## src/rtl/tti_defs.svh

```systemverilog
`ifndef TTI_DEFS_SVH
`define TTI_DEFS_SVH

// Trigger source select codes
`define TTI_TRG_MOD     2'h0
`define TTI_TRG_RTC     2'h1
`define TTI_TRG_MATCH   2'h2
`define TTI_TRG_INIT    2'h3
`define TTI_DLY_W       8
`define TTI_NFAULT      4
`endif

```

## src/rtl/tti_pkg.sv

```systemverilog
package tti_pkg;
    typedef enum logic [1:0] {
        TTI_SRC_MOD   = 2'h0,
        TTI_SRC_RTC   = 2'h1,
        TTI_SRC_MATCH = 2'h2,
        TTI_SRC_INIT  = 2'h3
    } tti_src_t;
    typedef enum logic [1:0] {
        TTI_DLY_IDLE = 2'b01,
        TTI_DLY_RUN  = 2'b10
    } tti_dly_state_t;
endpackage : tti_pkg

```

## src/rtl/tti_dly_if.sv

```systemverilog
`timescale 1ns/1ps
interface tti_dly_if;
    logic       start;
    logic [7:0] count;
    logic       fire;
    modport ctl (output start, output count, input fire);
    modport dly (input start, input count, output fire);
endinterface : tti_dly_if

```

## src/rtl/tti_delay.sv

```systemverilog
`timescale 1ns/1ps
`include "tti_defs.svh"
module tti_delay (
    // Clock and reset
    input wire logic clk_sys,
    input wire logic rst_n,
    // Delay request
    tti_dly_if.dly   dl
);
    tti_pkg::tti_dly_state_t state_q;
    logic [`TTI_DLY_W-1:0]   cnt_q;
    logic                    fire_q;

    // Restart on a new trigger; a trigger during a run restarts the delay
    always_ff @(posedge clk_sys or negedge rst_n)
    begin
        if (!rst_n)
        begin
            state_q <= tti_pkg::TTI_DLY_IDLE;
            cnt_q   <= 8'h00;
            fire_q  <= 1'b0;
        end
        else
        begin
            fire_q <= 1'b0;
            unique case (state_q)
                tti_pkg::TTI_DLY_IDLE:
                begin
                    if (dl.start)
                    begin
                        if (dl.count == 8'h00)
                            fire_q <= 1'b1;
                        else
                        begin
                            cnt_q   <= dl.count;
                            state_q <= tti_pkg::TTI_DLY_RUN;
                        end
                    end
                end
                tti_pkg::TTI_DLY_RUN:
                begin
                    if (dl.start)
                        cnt_q <= dl.count;
                    else if (cnt_q == 8'h01)
                    begin
                        fire_q  <= 1'b1;
                        state_q <= tti_pkg::TTI_DLY_IDLE;
                    end
                    else
                        cnt_q <= cnt_q - 8'h01;
                end
                default: state_q <= tti_pkg::TTI_DLY_IDLE;
            endcase
        end
    end
    assign dl.fire = fire_q;
endmodule : tti_delay

```

## src/rtl/tti_top.sv

```systemverilog
`timescale 1ns/1ps
`include "tti_defs.svh"
module tti_top (
    // Clock and reset
    input  wire logic       clk_sys,
    input  wire logic       arst_n,
    // System option register two fields
    input  wire logic       opt_cmp_capture,
    input  wire logic       opt_cmp_rx,
    input  wire logic       opt_tx_mod,
    input  wire logic       opt_rtc_pin_en,
    input  wire logic [1:0] opt_trg_sel,
    input  wire logic [7:0] opt_trg_delay,
    input  wire logic       sw_pwm_sync_bit,
    // On-chip sources
    input  wire logic       analog_comparator_out,
    input  wire logic       timer_a_ch0_out,
    input  wire logic       six_init_trig,
    input  wire logic [5:0] six_match_trig,
    input  wire logic       modulo_timer_ovf,
    input  wire logic       rtc_ovf,
    input  wire logic       serial_zero_tx,
    // Pins
    input  wire logic       fault_pin_one,
    input  wire logic       fault_pin_two,
    input  wire logic       timer_b_ch0_pin,
    input  wire logic       serial_zero_rx_pin,
    // Routed outputs
    output logic [2:0]      six_sync,
    output logic [3:0]      six_fault,
    output logic            timer_b_ch0_capture,
    output logic            timer_a_ch1_capture,
    output logic            serial_zero_rx,
    output logic            serial_zero_tx_pin,
    output logic            converter_hw_trig,
    output logic            rtc_toggle_pin
);
    logic       rst_s1_q;
    logic       rst_n_q;
    logic [3:0] pin_s1_q;
    logic [3:0] pin_s2_q;
    logic [2:0] sync_q;
    logic [3:0] fault_q;
    logic       capb_q;
    logic       capa_q;
    logic       rx_q;
    logic       tx_q;
    logic       trig_q;
    logic       rtc_pin_q;
    logic       sw_sync_q;
    logic       match_any;
    tti_dly_if  dlyi ();

    always_ff @(posedge clk_sys or negedge arst_n)
    begin
        if (!arst_n)
        begin
            rst_s1_q <= 1'b0;
            rst_n_q  <= 1'b0;
        end
        else
        begin
            rst_s1_q <= 1'b1;
            rst_n_q  <= rst_s1_q;
        end
    end

    // Two-flop synchronisers for the pins routed inward
    always_ff @(posedge clk_sys or negedge rst_n_q)
    begin
        if (!rst_n_q)
        begin
            // Receive pin idles high; a low reset would fake a start bit
            pin_s1_q <= 4'h8;
            pin_s2_q <= 4'h8;
        end
        else
        begin
            pin_s1_q <= {serial_zero_rx_pin, timer_b_ch0_pin,
                         fault_pin_two, fault_pin_one};
            pin_s2_q <= pin_s1_q;
        end
    end

    // Sync bit is a write strobe; edge-detect it so one write gives one pulse
    always_ff @(posedge clk_sys or negedge rst_n_q)
    begin
        if (!rst_n_q)
        begin
            sw_sync_q <= 1'b0;
            sync_q    <= 3'h0;
        end
        else
        begin
            sw_sync_q <= sw_pwm_sync_bit;
            sync_q[0] <= analog_comparator_out;
            sync_q[1] <= timer_a_ch0_out;
            sync_q[2] <= sw_pwm_sync_bit & ~sw_sync_q;
        end
    end

    always_ff @(posedge clk_sys or negedge rst_n_q)
    begin
        if (!rst_n_q)
            fault_q <= 4'h0;
        else
        begin
            fault_q[0] <= analog_comparator_out;
            fault_q[2:1] <= pin_s2_q[1:0];
            fault_q[3] <= 1'b0;
        end
    end

    // Pin paths lag the comparator paths by the two synchroniser flops
    always_ff @(posedge clk_sys or negedge rst_n_q)
    begin
        if (!rst_n_q)
        begin
            capb_q <= 1'b0;
            capa_q <= 1'b1;
            rx_q   <= 1'b1;
            tx_q   <= 1'b1;
        end
        else
        begin
            capb_q <= opt_cmp_capture ? analog_comparator_out
                                      : pin_s2_q[2];
            rx_q   <= opt_cmp_rx ? analog_comparator_out
                                 : pin_s2_q[3];
            capa_q <= opt_cmp_rx ? analog_comparator_out
                                 : pin_s2_q[3];
            tx_q   <= opt_tx_mod ? (serial_zero_tx & timer_a_ch0_out)
                                 : serial_zero_tx;
        end
    end

    // Only init and any match feed the delay; modulo and RTC overflows bypass it
    assign match_any   = |six_match_trig;
    assign dlyi.count  = opt_trg_delay;
    assign dlyi.start  = (opt_trg_sel == `TTI_TRG_INIT) ? six_init_trig
                       : (opt_trg_sel == `TTI_TRG_MATCH) ? match_any
                       : 1'b0;

    tti_delay u_delay (
        .clk_sys (clk_sys),
        .rst_n   (rst_n_q),
        .dl      (dlyi.dly)
    );

    always_ff @(posedge clk_sys or negedge rst_n_q)
    begin
        if (!rst_n_q)
            trig_q <= 1'b0;
        else
            unique case (opt_trg_sel)
                `TTI_TRG_MOD:   trig_q <= modulo_timer_ovf;
                `TTI_TRG_RTC:   trig_q <= rtc_ovf;
                `TTI_TRG_MATCH,
                `TTI_TRG_INIT:  trig_q <= dlyi.fire;
            endcase
    end

    always_ff @(posedge clk_sys or negedge rst_n_q)
    begin
        if (!rst_n_q)
            rtc_pin_q <= 1'b0;
        else if (opt_rtc_pin_en && rtc_ovf)
            rtc_pin_q <= ~rtc_pin_q;
    end

    assign six_sync            = sync_q;
    assign six_fault           = fault_q;
    assign timer_b_ch0_capture = capb_q;
    assign timer_a_ch1_capture = capa_q;
    assign serial_zero_rx      = rx_q;
    assign serial_zero_tx_pin  = tx_q;
    assign converter_hw_trig   = trig_q;
    assign rtc_toggle_pin      = rtc_pin_q;
endmodule : tti_top

```

## config.mk

```make
export PLATFORM = sky130hd
export DESIGN_NAME = tti_top
export DESIGN_NICKNAME = d
export VERILOG_FILES = /design/src/rtl/tti_pkg.sv /design/src/rtl/tti_dly_if.sv /design/src/rtl/tti_delay.sv /design/src/rtl/tti_top.sv
export VERILOG_INCLUDE_DIRS = /design/src /design/src/rtl
export SDC_FILE = /design/constraint.sdc
export NUM_CORES = 1
export LEC_CHECK = 0
export BUFFER_PORTS_ARGS = -buffer_cell sky130_fd_sc_hd__buf_4
export CORE_ASPECT_RATIO = 0.5
export CORE_MARGIN = 4
export CORE_UTILIZATION = 50
export CTS_CLUSTER_DIAMETER = 150
export CTS_CLUSTER_SIZE = 14
export DETAILED_ROUTE_END_ITERATION = 8
export PLACE_DENSITY_LB_ADDON = 0.2
export RECOVER_POWER = 50
export SETUP_SLACK_MARGIN = 0.15
export SYNTH_ARGS = -nofsm -noshare
export SYNTH_HDL_FRONTEND = slang
export SYNTH_HIERARCHICAL = 1
export SYNTH_SLANG_ARGS = --single-unit
```

## constraint.sdc

```tcl
create_clock -name clk_sys -period 2 [get_ports clk_sys]
set_input_delay 0.2 -clock clk_sys [delete_from_list [all_inputs] [get_ports clk_sys]]
set_output_delay 0.2 -clock clk_sys [all_outputs]
set_load 0.1 [all_outputs]
```

# After elaboration in Yosys (flattened, before gate mapping)
# Cells that the tools add are included.
# W data, S select, Z words.
# op_classes
n_addsub	1
multipliers	0
n_div	0
order_cmp	0
n_eq_ne	11
shift	0
muxes	21
bitwise_logic	4
n_reduce_logical	8
# ops
op	count
$mux W8	4
$pmux W8 S2	1
$mux W1	9
$eq A8 B1 Y1 const B	1
$logic_not A8 Y1	1
$mux W2	4
$reduce_and A4 Y1	2
$sub A8 B1 Y8 const B	1
$eq A2 B2 Y1 const B	3
$ne A2 B2 Y1 const B	3
$reduce_or A6 Y1	1
$eq A2 B1 Y1 const B	2
$pmux W2 S2	1
$ne A3 B3 Y1 const B	1
$pmux W1 S3	1
$and A1 B1 Y1	2
$logic_not A2 Y1	1
$ne A2 B1 Y1 const B	1
$not A1 Y1	2
$pmux W1 S2	1
$reduce_bool A2 Y1	1
$reduce_or A2 Y1	1
$logic_and A1 B1 Y1	1
# totals
ff_bits	33
latchBits	0
ram_bits	0
rom_bits	0
output_inout_bits	13
memories	0

# Longest topological paths before layout
# logic_depth
word_depth	5
mapped_depth	7

# Cells and area by module
# Netlist, hierarchy kept.
# by_module_without_submodules
mod	n_inst	cells_each	area_each_um2	seq_area_each_um2
tti_delay	1	81	844.6	276.5
tti_top	1	41	671.9	530.5

# Worst setup path after synthesis
# Ideal clock, no wire load.
# synth_timing
path_type	register -> register
start	register u_delay.state_q[0]
end	register u_delay.cnt_q[6]
setup_time_ns	0.087
arrival_time_ns	1.630
t_required_ns	1.913
path_slack_ns	0.283
path_stages_with_launch	7
path_buffers	1
period_less_slack_ns	1.717
cell_sequence	dfstp_2 -> inv_1 -> ha_1 -> or2_2 -> buf_1 -> and3_4 -> a22oi_1
# synth_between
elab_chain_cells	3
word_cells_on_any_way	8
# synth_lines
element	line_no	text
from (decl)	tti_delay.sv:10	tti_pkg::tti_dly_state_t state_q;
from (signal assigned)	tti_delay.sv:19	state_q <= tti_pkg::TTI_DLY_IDLE;
from (signal assigned)	tti_delay.sv:36	state_q <= tti_pkg::TTI_DLY_RUN;
from (signal assigned)	tti_delay.sv:47	state_q <= tti_pkg::TTI_DLY_IDLE;
$eq A2 B2 Y1 or $eq A2 B1 Y1 (tied branches)	tti_delay.sv:26	unique case (state_q)
$ne A3 B3 Y1 (no source line), or another cell as far along	n/a	
$reduce_and A4 Y1 (no source line)	n/a	
to (signal assigned)	tti_delay.sv:35	cnt_q <= dl.count;
to (signal assigned)	tti_delay.sv:43	cnt_q <= dl.count;
to (signal assigned)	tti_delay.sv:50	cnt_q <= cnt_q - 8'h01;
to (decl)	tti_delay.sv:11	logic [`TTI_DLY_W-1:0] cnt_q;
# Parallel ways exist; a longest one is shown, timed or not.
# A chain may end at the register's enable or synchronous reset.

# Worst setup path after layout
# layout_timing
start	register u_delay.state_q[0]
end	register u_delay.state_q[1]
# layout_between
elab_chain_cells	3
word_cells_on_any_way	8
# layout_lines
element	line_no
$eq A2 B2 Y1 or $eq A2 B1 Y1 (tied branches)	tti_delay.sv:26
$ne A2 B1 Y1 (no source line) or $ne A2 B2 Y1 (tied branches)	n/a
$reduce_and A4 Y1 (no source line)	n/a
# Parallel ways exist; a longest one is shown, timed or not.

==> impl_metrics.tcl <==
set metrics [dict create \
    area_growth_pct 34.41 \
    path_max_fanout 8 \
    yosysTopAreaCell "dfrtp_1" \
    setup_viol 0 \
    track_usage_pct 19.99 \
    hold_viol_final 0 \
    internal_power_mw 1.639 \
    most-common-layout-cells "40 x buf_4, 27 x dfrtp_1, 9 x inv_1" \
    period_share_pct 88.38 \
    ir_drop_uv 816.7 \
    die_area_um2 4031 \
    drt_iter0_markers 54 \
    async_flop_share_pct 100.0 \
    cts_tree "yes" \
    yosysWarnings 6 \
    syn_inst 122 \
    cts.sinks 32 \
    finalClockSkew_ns 0.003227 \
    ys_top_cells_by_area "dfrtp_1 45%, dfstp_2 8.7%, ha_1 3.3%" \
    clock_latency_ns 0.28 \
    grt_pass1_vias 1119 \
    fill_cells 184 \
    max_freq_ghz 0.5657 \
    grt.overflow.total 0 \
    arrival_ns 1.93 \
    synth-seq-cells 32 \
    worst_path_max_delay_cell "dfstp_2" \
    yosysUniqueCellTypes 46 \
    status "complete, no violations" \
    via_per_inst 5.441 \
    io_buffers 44 \
    antenna_found_initial 0 \
    drc 0 \
    pwr-share-seq_pct 37.1 \
    layout-drive-gt1-share_pct 45.40 \
    ios 46 \
    grt_pass1_wl_um 5651 \
    clockBufferDepth 2 \
    std_cell_rows 13 \
    clock_tree.root_cell "clkbuf_8" \
    multi_input_area_um2 675.6 \
    instances_no_fill 211 \
    die_h_um 46.94 \
    relSlewSlack_pct 52.28 \
    required_ns 2.16 \
    cts_made_buffers 5 \
    core_um2 2749 \
    final_common_cell "buf_4" \
    h-tree-depth 2 \
    fin_crit_ns 1.768 \
    p_switching_mw 1.046 \
    antenna_cells 0 \
    synth_top_area_share_pct 44.55 \
    grt_max_degree 31 \
    crit_path_end_kind "flip-flop" \
    yosysSeqAreaShare_pct 53.22 \
    start_util_pct 55.17 \
    syn_area_um2 1516 \
    combPwrFrac_pct 41.2 \
    p_leak_nw 0.9067 \
    cp_top_family "flip-flops" \
    rsz0062_at_grt "false" \
    slew_violations 0 \
    clockPowerShare_pct 21.8 \
    gp_congestion 0.8219 \
    first_pass_iters 4 \
    placed_cells 198 \
    worst_slew_pin_slew_ns 0.7158 \
    hpwl_um 2550 \
    drt_wl_total_um 3590 \
    cap_violations 0 \
    cp-start-kind "flip-flop" \
    cp_slowest_stage_delay_ns 0.57 \
    worst-setup-path-type "flip-flop to flip-flop" \
    total_power_mw 2.685 \
    avgSynthCellArea_um2 12.43 \
    hold-worst-slack_ns 0.04118 \
    vias 1148 \
    min_path_type "input port to flip-flop" \
    synth_fp_nets 159 \
    wl_per_cell_um 17.01 \
    yosys_most_used_dff "dfrtp_1" \
    seq_area_um2 807.0 \
    p_per_area_nw_per_um2 1317 \
    synth_edf_count 0 \
    cp_cell_sequence "ha_4, nor4b_4, a31oi_4, nand2_2, mux2_4" \
    critPathBufInv 0 \
    die_w_um 85.89 \
    final_antenna_net_count 0 \
    nNetsFinal 210 \
    p_sw_share_pct 38.96 \
    path_clk_slew_ns 0.06 \
]
[Yosys cell counts, types with 2 or more instances]
cell / number
conb_1: 2
inv_1: 9
mux2_2: 2
clkbuf_1: 2
mux2i_1: 3
o2bb2ai_1: 4
nor4b_4: 2
ha_1: 4
dfrtp_1: 27
nand4_1: 4
dfstp_2: 5
nand2_1: 5
a31o_1: 2
buf_4: 3
nor3_1: 3
nor4_4: 2
o2111ai_1: 3
nor2_1: 5
a21oi_1: 6
nor2b_1: 3
[what timing repair did]
| item | CTS | global route |
|---|---|---|
| setup endpoints to repair | 2 | 9 |
| buffers inserted | 3 | 1 |
| hold buffers | 1 | 0 |
| hold endpoints to repair | 2 | 0 |
| gates resized for setup | 1 | 5 |
| pin swaps | 1 | 2 |
[through the flow]
step	utilization (%)	setup TNS, ns	setup WS [ns]	area [um^2]
floorplan	-	0	0.2831	1516
global placement	67.91	0	0.06609	1867
detailed placement	67.91	-0.05183	-0.02409	1867
CTS	73.10	0	0.1539	2009
global route	74.15	0	0.1602	2038
finish	74.15	0	0.2324	2038
[state kept, by name, indices dropped and copies added (netlist names), 2 cells and up]
| name | flops |
|---|---|
| u_delay/cnt_q | 8 |
| pin_s1_q | 4 |
| pin_s2_q | 4 |
| six_sync | 3 |
| six_fault | 2 |
| u_delay/state_q | 2 |
[cells by family after synthesis]
kind of cell / synth area share [%]
buf+inv: 4.455
simple gates: 18.81
flops: 53.22
compound gates: 14.69
xor+xnor: 0.5777
other cells: 0.4952
fa+ha+maj: 3.300
mux: 4.455
[area by class of cell]
class,instances,area share (%)
Sequential cell,32,39.59
Multi-Input combinational cell,75,33.15
Timing Repair Buffer,50,18.05
Clock buffer,6,3.560
Tap cell,37,2.271
Clock inverter,2,1.719
Inverter,9,1.657
[final timing paths]
path / start / slack [ns] / depth (start not counted) / end
max: u_delay/state_q[0] / 0.23 / 5 / u_delay/state_q[1]
min: serial_zero_rx_pin / 0.04 / 1 / pin_s1_q[3]
max reg2reg: u_delay/state_q[0] / 0.23 / 5 / u_delay/state_q[1]
min reg2reg: pin_s1_q[3] / 0.36 / 0 / pin_s2_q[3]
max in group asynchronous: rst_n_q / 1.15 / 1 / u_delay/cnt_q[5]
min in group asynchronous: arst_n / 0.26 / 2 / rst_s1_q
[power by group through the flow]
stage / Sequential (mW) / Clock, mW / Combinational, mW
final: 0.995 / 0.585 / 1.10
after global routing: 1.01 / 0.626 / 1.19
after CTS: 0.977 / 0.601 / 1.05
after detailed placement: 0.983 / 0 / 1.00
after global placement: 0.977 / 0 / 0.986
after floorplan: 1.12 / 0 / 0.637
[per-layer routing]
| layer | vias up | share of wire [%] | global-route usage (%) |
|---|---|---|---|
| li1 | 541 | - | - |
| met1 | 550 | 39 | 21.06 |
| met2 | 51 | 53 | 38.90 |
| met3 | 6 | 7.0 | 7.180 |
| met4 | 0 | 0.70 | 6.625 |
| met5 | - | 0 | 0 |
No activity file was read; power rests on OpenSTA's default activity.
